--- src/addr_unit_pkg.sv ---
// Shared constants and types for the address-register execution unit.
// Assumes one core clock and a decoder that hands over pre-split instruction fields.
`default_nettype none

package addr_unit_pkg;

   // ==========================================================================
   // Widths and counts
   localparam int ADDR_W           = 21;
   localparam int DISP_W           = 18;
   localparam int NUM_AREGS        = 7;
   localparam int SEL_W            = 3;
   localparam int IO_HALF_W        = 16;
   localparam int LOOP_CNT_W       = 3;
   localparam int WIDTH_W          = 3;
   localparam int LOOP_DEPTH_FETCH = 4;
   localparam int LOOP_DEPTH_OTHER = 3;

   // ==========================================================================
   // Address attributes
   typedef enum logic [1:0]
   {
      ATTR_LONG  = 2'h0,
      ATTR_INT   = 2'h1,
      ATTR_SHORT = 2'h2,
      ATTR_UCHAR = 2'h3
   } attr_type;

   // ==========================================================================
   // Address-operation kinds coming from the decoder
   typedef enum logic [1:0]
   {
      OP_NONE     = 2'h0,
      OP_SET      = 2'h1,
      OP_COPY     = 2'h2,
      OP_RESERVED = 2'h3
   } op_type;

   // ==========================================================================
   // Register selector codes; the work-address code is a source only
   typedef enum logic [2:0]
   {
      REG_GP0    = 3'h0,
      REG_GP1    = 3'h1,
      REG_GP2    = 3'h2,
      REG_DEST   = 3'h3,
      REG_XSRC   = 3'h4,
      REG_YSRC   = 3'h5,
      REG_SHARED = 3'h6,
      REG_WORK   = 3'h7
   } areg_type;

   // ==========================================================================
   // Values after reset and access widths in bytes
   localparam logic [ADDR_W-1:0]     ADDR_RESET       = 21'h000000;
   localparam attr_type              ATTR_RESET       = ATTR_UCHAR;
   localparam logic [LOOP_CNT_W-1:0] LOOP_RESET       = 3'h0;
   localparam logic [WIDTH_W-1:0]    WIDTH_LONG_BYTES = 3'h4;
   localparam logic [WIDTH_W-1:0]    WIDTH_SHRT_BYTES = 3'h2;
   localparam logic [WIDTH_W-1:0]    WIDTH_CHAR_BYTES = 3'h1;

endpackage

`default_nettype wire

--- src/addr_unit.sv ---
// Address-register set/copy execution unit with attribute-based access width,
// loop nesting counter and replicated 16-bit register window read.
// Assumes all inputs come from logic on ref_clk, already decoded into fields.
`default_nettype none

// How it works
// - A set-address operation loads the chosen register with the 21-bit immediate and its attribute.
// - Either address operation may target any of the seven address-capable registers.
// - A copy-address operation writes source plus scaled displacement and the given attribute.
// - The 18-bit displacement is signed and is sign-extended before scaling and adding.
// - Long shifts the displacement left by two, short by one, unsigned char not at all.
// - Int shifts by two or by one according to the configured integer width.
// - The copy source is one of the seven registers or the work-address input.
// - The attribute is one of four codes: long, int, short or unsigned char.
// - No exception is raised for address errors, hazards, overflow or loop nesting depth.
// - A reserved encoding raises a one-cycle reserved-instruction exception.
// - Four nested loops are accepted when the innermost one is an on-fetch loop.
// - A 32-bit window read returns the 16-bit value in both halves.
// - The data access width follows the attribute of the register used for the access.
module addr_unit #(
   parameter int  ADDR_W   = addr_unit_pkg::ADDR_W,
   parameter int  DISP_W   = addr_unit_pkg::DISP_W,
   parameter bit  INT_LONG = 1'b1
)(
   // Clock, reset, enable
   input  wire logic                                   ref_clk,
   input  wire logic                                   rst_n,
   input  wire logic                                   ce,
   // Decoded address-operation instruction
   input  wire logic                                   instr_valid,
   input  wire addr_unit_pkg::op_type                  instr_op,
   input  wire logic [addr_unit_pkg::SEL_W-1:0]        instr_dst,
   input  wire logic [addr_unit_pkg::SEL_W-1:0]        instr_src,
   input  wire addr_unit_pkg::attr_type                instr_attr,
   input  wire logic [ADDR_W-1:0]                      immediate_byte_address,
   input  wire logic [DISP_W-1:0]                      instr_disp,
   input  wire logic [ADDR_W-1:0]                      work_address_source,
   // Register read-back
   input  wire logic [addr_unit_pkg::SEL_W-1:0]        rd_sel,
   output logic      [ADDR_W-1:0]                      rd_addr,
   output addr_unit_pkg::attr_type                     rd_attr,
   // Memory operand access width
   input  wire logic [addr_unit_pkg::SEL_W-1:0]        acc_sel,
   output logic      [addr_unit_pkg::WIDTH_W-1:0]      acc_width,
   // Completion and exception
   output logic                                        op_done,
   output logic                                        reserved_exc,
   // Loop nesting
   input  wire logic                                   loop_push,
   input  wire logic                                   loop_on_fetch,
   input  wire logic                                   loop_pop,
   output logic      [addr_unit_pkg::LOOP_CNT_W-1:0]   loop_depth,
   output logic                                        loop_refused,
   // Register window read
   input  wire logic                                   io_rd_en,
   input  wire logic [addr_unit_pkg::IO_HALF_W-1:0]    io_half_data,
   output logic      [2*addr_unit_pkg::IO_HALF_W-1:0]  io_rd_data,
   output logic                                        io_rd_valid
);

   // ==========================================================================
   // Helper functions

   // Bytes moved per access for a given attribute.
   function automatic logic [addr_unit_pkg::WIDTH_W-1:0] attr_bytes
   (
      input addr_unit_pkg::attr_type attr
   );
      logic [addr_unit_pkg::WIDTH_W-1:0] bytes;
      bytes = addr_unit_pkg::WIDTH_CHAR_BYTES;
      case (attr)
         addr_unit_pkg::ATTR_LONG:  bytes = addr_unit_pkg::WIDTH_LONG_BYTES;
         addr_unit_pkg::ATTR_INT:   bytes = INT_LONG ? addr_unit_pkg::WIDTH_LONG_BYTES
                                                     : addr_unit_pkg::WIDTH_SHRT_BYTES;
         addr_unit_pkg::ATTR_SHORT: bytes = addr_unit_pkg::WIDTH_SHRT_BYTES;
         addr_unit_pkg::ATTR_UCHAR: bytes = addr_unit_pkg::WIDTH_CHAR_BYTES;
         default:                   bytes = addr_unit_pkg::WIDTH_CHAR_BYTES;
      endcase
      return bytes;
   endfunction

   // Left-shift amount that turns an element count into a byte offset.
   function automatic logic [1:0] attr_shift
   (
      input addr_unit_pkg::attr_type attr
   );
      logic [1:0] sh;
      sh = 2'h0;
      case (attr)
         addr_unit_pkg::ATTR_LONG:  sh = 2'h2;
         addr_unit_pkg::ATTR_INT:   sh = INT_LONG ? 2'h2 : 2'h1;
         addr_unit_pkg::ATTR_SHORT: sh = 2'h1;
         addr_unit_pkg::ATTR_UCHAR: sh = 2'h0;
         default:                   sh = 2'h0;
      endcase
      return sh;
   endfunction

   // True for the seven register codes, false for the work-address code.
   function automatic logic names_areg
   (
      input logic [addr_unit_pkg::SEL_W-1:0] sel
   );
      return (sel != addr_unit_pkg::REG_WORK);
   endfunction

   // ==========================================================================
   // Register file storage
   logic                     [ADDR_W-1:0] addr_reg [addr_unit_pkg::NUM_AREGS];
   addr_unit_pkg::attr_type               attr_reg [addr_unit_pkg::NUM_AREGS];

   // ==========================================================================
   // Decode
   wire logic is_set;
   wire logic is_copy;
   wire logic dst_ok;
   wire logic op_reserved;
   wire logic wants_write;
   wire logic is_reserved;
   wire logic do_write;

   // The work-address code only names a source, so as a destination it is
   // an illegal encoding rather than a silent no-op.
   assign dst_ok      = names_areg(instr_dst);
   assign is_set      = instr_valid && (instr_op == addr_unit_pkg::OP_SET);
   assign is_copy     = instr_valid && (instr_op == addr_unit_pkg::OP_COPY);
   assign op_reserved = instr_valid && (instr_op == addr_unit_pkg::OP_RESERVED);
   assign wants_write = is_set || is_copy;
   assign is_reserved = op_reserved || (wants_write && !dst_ok);
   assign do_write    = wants_write && dst_ok;

   // ==========================================================================
   // Source selection and displacement arithmetic
   wire logic [ADDR_W-1:0] src_value;
   wire logic [ADDR_W+1:0] disp_ext;
   wire logic [ADDR_W+1:0] disp_scaled;
   wire logic [ADDR_W-1:0] copy_value;
   wire logic [ADDR_W-1:0] next_value;
   wire logic [1:0]        shift_amt;
   wire logic [ADDR_W-1:0] scaled_low;

   assign src_value   = (instr_src == addr_unit_pkg::REG_WORK)
                        ? work_address_source
                        : addr_reg[instr_src];
   assign disp_ext    = {{(ADDR_W+2-DISP_W){instr_disp[DISP_W-1]}}, instr_disp};
   assign shift_amt   = attr_shift(instr_attr);
   assign disp_scaled = disp_ext << shift_amt;
   // Wrap-around past the address space is deliberate: nothing traps it.
   assign scaled_low  = disp_scaled[ADDR_W-1:0];
   assign copy_value  = src_value + scaled_low;
   assign next_value  = is_set ? immediate_byte_address : copy_value;

   // ==========================================================================
   // Register file update
   // Reset waits for the enable as well, so a frozen unit keeps every bit.
   genvar g;
   generate
      for (g = 0; g < addr_unit_pkg::NUM_AREGS; g++)
      begin : g_areg
         wire logic hit;
         assign hit = do_write && (instr_dst == addr_unit_pkg::SEL_W'(g));

         always_ff @(posedge ref_clk)
         begin
            if (ce)
            begin
               if (!rst_n)
               begin
                  addr_reg[g] <= addr_unit_pkg::ADDR_RESET;
                  attr_reg[g] <= addr_unit_pkg::ATTR_RESET;
               end
               else if (hit)
               begin
                  addr_reg[g] <= next_value;
                  attr_reg[g] <= instr_attr;
               end
            end
         end
      end
   endgenerate

   // ==========================================================================
   // Read-back and access width
   wire logic                                  rd_is_reg;
   wire logic                                  acc_is_reg;
   wire logic                     [ADDR_W-1:0] next_rd_addr;
   wire addr_unit_pkg::attr_type               next_rd_attr;
   wire logic [addr_unit_pkg::WIDTH_W-1:0]     next_acc_width;

   assign rd_is_reg      = names_areg(rd_sel);
   assign acc_is_reg     = names_areg(acc_sel);
   assign next_rd_addr   = rd_is_reg ? addr_reg[rd_sel] : work_address_source;
   assign next_rd_attr   = rd_is_reg ? attr_reg[rd_sel] : addr_unit_pkg::ATTR_RESET;
   assign next_acc_width = acc_is_reg ? attr_bytes(attr_reg[acc_sel])
                                      : addr_unit_pkg::WIDTH_CHAR_BYTES;

   always_ff @(posedge ref_clk)
   begin
      if (ce)
      begin
         if (!rst_n)
         begin
            rd_addr   <= addr_unit_pkg::ADDR_RESET;
            rd_attr   <= addr_unit_pkg::ATTR_RESET;
            acc_width <= addr_unit_pkg::WIDTH_CHAR_BYTES;
         end
         else
         begin
            rd_addr   <= next_rd_addr;
            rd_attr   <= next_rd_attr;
            acc_width <= next_acc_width;
         end
      end
   end

   // ==========================================================================
   // Completion and exception flags
   always_ff @(posedge ref_clk)
   begin
      if (ce)
      begin
         if (!rst_n)
         begin
            op_done      <= 1'b0;
            reserved_exc <= 1'b0;
         end
         else
         begin
            op_done      <= do_write;
            reserved_exc <= is_reserved;
         end
      end
   end

   // ==========================================================================
   // Loop nesting
   // The limit depends only on the loop being opened: a fourth level is
   // only possible when that innermost loop runs on fetch. An over-deep
   // push is refused quietly, since the hardware raises no nesting error.
   wire logic                                 push_alone;
   wire logic                                 push_ok;
   wire logic                                 pop_ok;
   wire logic [addr_unit_pkg::LOOP_CNT_W-1:0] depth_limit;
   wire logic [addr_unit_pkg::LOOP_CNT_W-1:0] next_depth;

   assign depth_limit = loop_on_fetch
                        ? addr_unit_pkg::LOOP_CNT_W'(addr_unit_pkg::LOOP_DEPTH_FETCH)
                        : addr_unit_pkg::LOOP_CNT_W'(addr_unit_pkg::LOOP_DEPTH_OTHER);
   assign push_alone  = loop_push && !loop_pop;
   assign push_ok     = push_alone && (loop_depth < depth_limit);
   assign pop_ok      = loop_pop && !loop_push && (loop_depth != addr_unit_pkg::LOOP_RESET);
   assign next_depth  = push_ok ? loop_depth + 3'h1
                      : pop_ok  ? loop_depth - 3'h1
                      : loop_depth;

   always_ff @(posedge ref_clk)
   begin
      if (ce)
      begin
         if (!rst_n)
         begin
            loop_depth   <= addr_unit_pkg::LOOP_RESET;
            loop_refused <= 1'b0;
         end
         else
         begin
            loop_depth   <= next_depth;
            loop_refused <= push_alone && !push_ok;
         end
      end
   end

   // ==========================================================================
   // Register window read
   // The window is only 16 bits wide, so a word read sees the same half twice.
   wire logic [2*addr_unit_pkg::IO_HALF_W-1:0] next_io_data;

   assign next_io_data = {io_half_data, io_half_data};

   always_ff @(posedge ref_clk)
   begin
      if (ce)
      begin
         if (!rst_n)
         begin
            io_rd_data  <= 32'h00000000;
            io_rd_valid <= 1'b0;
         end
         else
         begin
            io_rd_valid <= io_rd_en;
            if (io_rd_en)
            begin
               io_rd_data <= next_io_data;
            end
         end
      end
   end

endmodule // addr_unit

`default_nettype wire

--- config.mk ---
export PLATFORM = sky130hd
export DESIGN_NAME = addr_unit
export DESIGN_NICKNAME = d
export VERILOG_FILES = /design/src/addr_unit_pkg.sv /design/src/addr_unit.sv
export SDC_FILE = /design/constraint.sdc
export NUM_CORES = 1
export LEC_CHECK = 0
export ABC_CLOCK_PERIOD_IN_PS = 5400
export BUFFER_PORTS_ARGS = -buffer_cell sky130_fd_sc_hd__buf_2
export CORE_ASPECT_RATIO = 0.7
export CORE_MARGIN = 3
export CORE_UTILIZATION = 43
export CTS_CLUSTER_DIAMETER = 100
export DETAILED_ROUTE_END_ITERATION = 10
export RECOVER_POWER = 100
export SLEW_MARGIN = 10
export SYNTH_ARGS = -nofsm -noshare
export SYNTH_HDL_FRONTEND = slang
export SYNTH_SLANG_ARGS = --single-unit
export TNS_END_PERCENT = 10
--- constraint.sdc ---
create_clock -name ref_clk -period 5.4 [get_ports ref_clk]
set_clock_uncertainty 0.2 [all_clocks]
set_input_delay 0.27 -clock ref_clk [delete_from_list [all_inputs] [get_ports ref_clk]]
set_output_delay 0.27 -clock ref_clk [all_outputs]
set_load 0.03 [all_outputs]
==> summary.json <==
{
  "global_route": {
    "grt_usage_pct": 23.9,
    "grt_antenna_before_repair": 3,
    "overflow": 0,
    "pin_count_of_the_biggest_net_entering_global_routing": 53,
    "grt_pass1_vias": 8856,
    "grt_first_pass_wirelength_um": 55400
  },
  "cts": {
    "post_cts_hold_buffer_count": 23,
    "clock-sinks": 210,
    "cts_max_level": 1,
    "clock_pin_slew_reported_for_the_worst_setup_and_hold_paths_after_clock_tree_synthesis_ps": 60,
    "clockRootBuffer": "sky130_fd_sc_hd__clkbuf_16",
    "worstSkewPairLatency_ps": 510,
    "cts_inserted_buffers": 23,
    "cts_setup_buffers": 0,
    "tritoncts": "built",
    "post_cts_resize_count": 0,
    "max-clock-path-buffers": 3
  },
  "logic_synthesis": {
    "netlist_top_cells_area": "sky130_fd_sc_hd__edfxtp_1, sky130_fd_sc_hd__mux4_2, sky130_fd_sc_hd__nor2_1",
    "synthesized_flop_and_latch_total": 210,
    "number_of_enable_flip_flop_cells_after_synthesis": 210,
    "synth-seq-area-share_pct": 51.6,
    "yosys.cell_types.count": 67,
    "synth_async_sr_flop_share_pct": 0,
    "mappedNetlistNets": 1125,
    "ys.warnings.count": 0,
    "synthFlopType": "sky130_fd_sc_hd__edfxtp_1",
    "syn-mean-instance-area_um2": 12.2,
    "syn_area_um2": 12200,
    "postSynthCellCount": 1001,
    "synth_top_area_share_pct": 51.6,
    "yosysTopAreaCell": "sky130_fd_sc_hd__edfxtp_1"
  },
  "power": {
    "power_density_nw_per_um2": 313,
    "power.ir.vdd_worst_uv": 185,
    "leakage_uw": 0.00518
  },
  "timing": {
    "finalMaxSlewViolations": 174,
    "final_min_period_over_clock_period_pct": 81.5,
    "timing.setup.tns_ps": 0,
    "slew-limit-headroom_pct": -44.5,
    "achievable-frequency_mhz": 227,
    "min_period_ps": 4400,
    "setup_viol_count_final": 0,
    "hold_violations": 0,
    "worstMarginPinSlew_ps": 2170,
    "rsz0062_at_grt": "false"
  },
  "cells_and_area": {
    "num-fill-cells": 2403,
    "final_cell_count_no_fill": 1541,
    "largest_register_ff_count": 147,
    "ff_latch_area_um2": 6310,
    "multi_input_comb_area_um2": 5410,
    "layout-area-overhead-vs-synth_pct": 15.2,
    "num-nets-final": 1285,
    "final_layout_size_suffix_gt1_share_pct": 22.5
  },
  "setup_path": {
    "crit_path_end_kind": "register",
    "crit_path_cell_trace": "clkbuf_1 -> nand2b_1 -> buf_4 -> o22ai_1 -> a211oi_1 -> ha_1 -> fa_1 -> a211oi_1 -> o211ai_1 -> a41oi_2 -> nor3_2 -> nor3_1 -> a211o_4 -> nor2_1",
    "timing.critical_path.required_ps": 5400,
    "timing.critical_path.from": "instr_src[0]",
    "cpMaxStageDelayCell": "sky130_fd_sc_hd__clkbuf_1",
    "slowest_delay_ps": 660,
    "crit_family": "compound AO/OA/AOI/OAI gates",
    "path_class": "in -> reg",
    "worstPathBufferInverterCount": 2,
    "arrival_ps": 4400,
    "timing.critical_path.fanout_max": 12,
    "critical_path.most_common_cell": "sky130_fd_sc_hd__a211oi_1",
    "r2r-start": "addr_reg[1][8]",
    "critical_path.startpoint_type": "input port"
  },
  "floorplan": {
    "num_rows": 50,
    "die_height_um": 147,
    "placeableCoreArea_um2": 27300,
    "die_area_um2": 30500,
    "floorplan.io_pins": 165,
    "floorplan.initialDensity_pct": 44.7,
    "die_x_um": 208
  },
  "worst_hold_path": {
    "min_path_type": "in -> reg",
    "hp-start": "immediate_byte_address[20]"
  },
  "placement": {
    "detailedPlacementHpwl_um": 24900,
    "place.gp.congestion": 0.885,
    "port_buffers": 164,
    "numPlacedInstances": 1477
  },
  "outcome": {
    "outcome": "complete, but fails checks",
    "violations": "max-capacitance violations, max-slew violations"
  },
  "drt": {
    "routed-via-count": 9055,
    "first_iter_violations": 866,
    "route.detailed.drc": 0,
    "drt_first_pass_iters": 5,
    "routedWlPerCell_um": 24.1,
    "avgViaCountPerCell": 5.88,
    "wirelength_um": 37100,
    "final_antenna_net_count": 0
  },
  "job": {
    "drv_cap": 8
  }
}
layout by cell type, fill, tap and decap left out, types with 5 or more instances in the layout:
cell type                       instances
sky130_fd_sc_hd__nor2_1               221
sky130_fd_sc_hd__and2_0                10
sky130_fd_sc_hd__o21ai_0               21
sky130_fd_sc_hd__nor2b_1               25
sky130_fd_sc_hd__mux2i_1               52
sky130_fd_sc_hd__nand2_1               34
sky130_fd_sc_hd__a211oi_1              22
sky130_fd_sc_hd__a21o_1                 8
sky130_fd_sc_hd__inv_1                  8
sky130_fd_sc_hd__or2_2                 15
sky130_fd_sc_hd__xnor2_1               13
sky130_fd_sc_hd__clkinv_1               8
sky130_fd_sc_hd__buf_2                 93
sky130_fd_sc_hd__o22ai_1               21
sky130_fd_sc_hd__clkbuf_1              85
sky130_fd_sc_hd__mux4_2                67
sky130_fd_sc_hd__buf_4                 20
sky130_fd_sc_hd__nand4_1                5
sky130_fd_sc_hd__mux2_2                23
sky130_fd_sc_hd__and3_1                 6
sky130_fd_sc_hd__ha_1                  22
sky130_fd_sc_hd__edfxtp_1             210
sky130_fd_sc_hd__a31oi_1                6
sky130_fd_sc_hd__a21oi_1               41
sky130_fd_sc_hd__and2_1                14
sky130_fd_sc_hd__nor4_1                 5
sky130_fd_sc_hd__nand3_1                8
sky130_fd_sc_hd__dlygate4sd3_1         23
sky130_fd_sc_hd__clkbuf_16             23
stage by stage:
stage / total power [µW] / instance area, µm² / setup slack [ps] / util, % / hold slack (ps)
after floorplan: 2630 / 12200 / 1800 / - / 182
after global placement: 2940 / 13300 / 1190 / 48.8 / 353
after detailed placement: 2950 / 13300 / 1090 / 48.8 / 360
after CTS: 4450 / 14300 / 1600 / 52.2 / 3.82
after global routing: 4580 / 14100 / 657 / 51.5 / 37.8
final: 4410 / 14100 / 1000 / 51.5 / 17.0
area by class of cell:
class | instances | area share, %
clock inverters | 13 | 0.773
well taps | 364 | 3.23
inverters | 9 | 0.240
clock buffers | 27 | 4.19
diodes | 1 | 0.0178
flip-flops and latches | 210 | 44.8
repair buffers | 221 | 8.31
multi-input cells | 696 | 38.4
layer usage:
metal | up-vias | part of all wire (%) | track usage, %
li1 | 4074 | - | -
met1 | 4450 | 45 | 36.2
met2 | 480 | 42 | 35.4
met3 | 47 | 11 | 6.15
met4 | 4 | 1.4 | 4.27
met5 | - | 0.078 | 0
kinds of logic (layout without fill, tap and decap cells):
family	after synthesis	after routing	synth area share, %
AND/OR/NAND/NOR	363	363	13.6
flip-flops	210	210	51.6
AO/OA/AOI/OAI	148	148	8.30
multiplexers	143	143	19.0
buffers and inverters	95	270	3.62
adder cells (fa/ha/maj)	25	25	2.66
XOR/XNOR	17	17	1.22
other	0	1	0
cell usage after synthesis (5+ instances only):
cell / count
sky130_fd_sc_hd__o22ai_1: 21
sky130_fd_sc_hd__mux2_2: 23
sky130_fd_sc_hd__nand2_1: 34
sky130_fd_sc_hd__nor2b_1: 25
sky130_fd_sc_hd__nand4_1: 5
sky130_fd_sc_hd__and2_1: 24
sky130_fd_sc_hd__clkbuf_1: 44
sky130_fd_sc_hd__nor2_2: 7
sky130_fd_sc_hd__edfxtp_1: 210
sky130_fd_sc_hd__nor2_1: 215
sky130_fd_sc_hd__or2_2: 15
sky130_fd_sc_hd__a31oi_1: 5
sky130_fd_sc_hd__a211oi_1: 21
sky130_fd_sc_hd__a21oi_1: 41
sky130_fd_sc_hd__o21ai_0: 18
sky130_fd_sc_hd__and3_1: 6
sky130_fd_sc_hd__inv_1: 8
sky130_fd_sc_hd__nor4_1: 5
sky130_fd_sc_hd__ha_1: 22
sky130_fd_sc_hd__xnor2_1: 13
sky130_fd_sc_hd__mux4_2: 67
sky130_fd_sc_hd__mux2i_1: 51
sky130_fd_sc_hd__buf_1: 10
sky130_fd_sc_hd__a21o_1: 8
sky130_fd_sc_hd__buf_2: 15
sky130_fd_sc_hd__nand3_1: 8
sky130_fd_sc_hd__buf_4: 16
worst reg2reg max path: stages (launching register included):
cell                       delay [ps]
sky130_fd_sc_hd__edfxtp_1         340
sky130_fd_sc_hd__mux4_2           250
sky130_fd_sc_hd__nor2_1            40
sky130_fd_sc_hd__a211oi_1         740
sky130_fd_sc_hd__ha_1             410
sky130_fd_sc_hd__a21oi_2          110
sky130_fd_sc_hd__o21ai_2          170
sky130_fd_sc_hd__a31oi_1          180
sky130_fd_sc_hd__or2_2            330
sky130_fd_sc_hd__a31o_2           240
sky130_fd_sc_hd__a31oi_1          590
sky130_fd_sc_hd__nor2_1            80
path summary, 6_finish.rpt:
| check | to | slack (ps) | depth (start not counted) |
|---|---|---|---|
| hold reg to reg | loop_depth[0] | 480 | 1 |
| hold / removal | addr_reg[2][20] | 20 | 3 |
| setup reg to reg | addr_reg[4][15] | 1410 | 11 |
| setup / recovery | addr_reg[0][18] | 1000 | 14 |
power breakdown:
group | internal [µW] | switching (µW) | leakage [µW] | total (µW)
clock | 870 | 624 | 0.000341 | 1490
sequential | 1870 | 34.7 | 0.00206 | 1910
combinational | 351 | 652 | 0.00277 | 1000
Note: power is estimated with default switching activity, not from simulation.
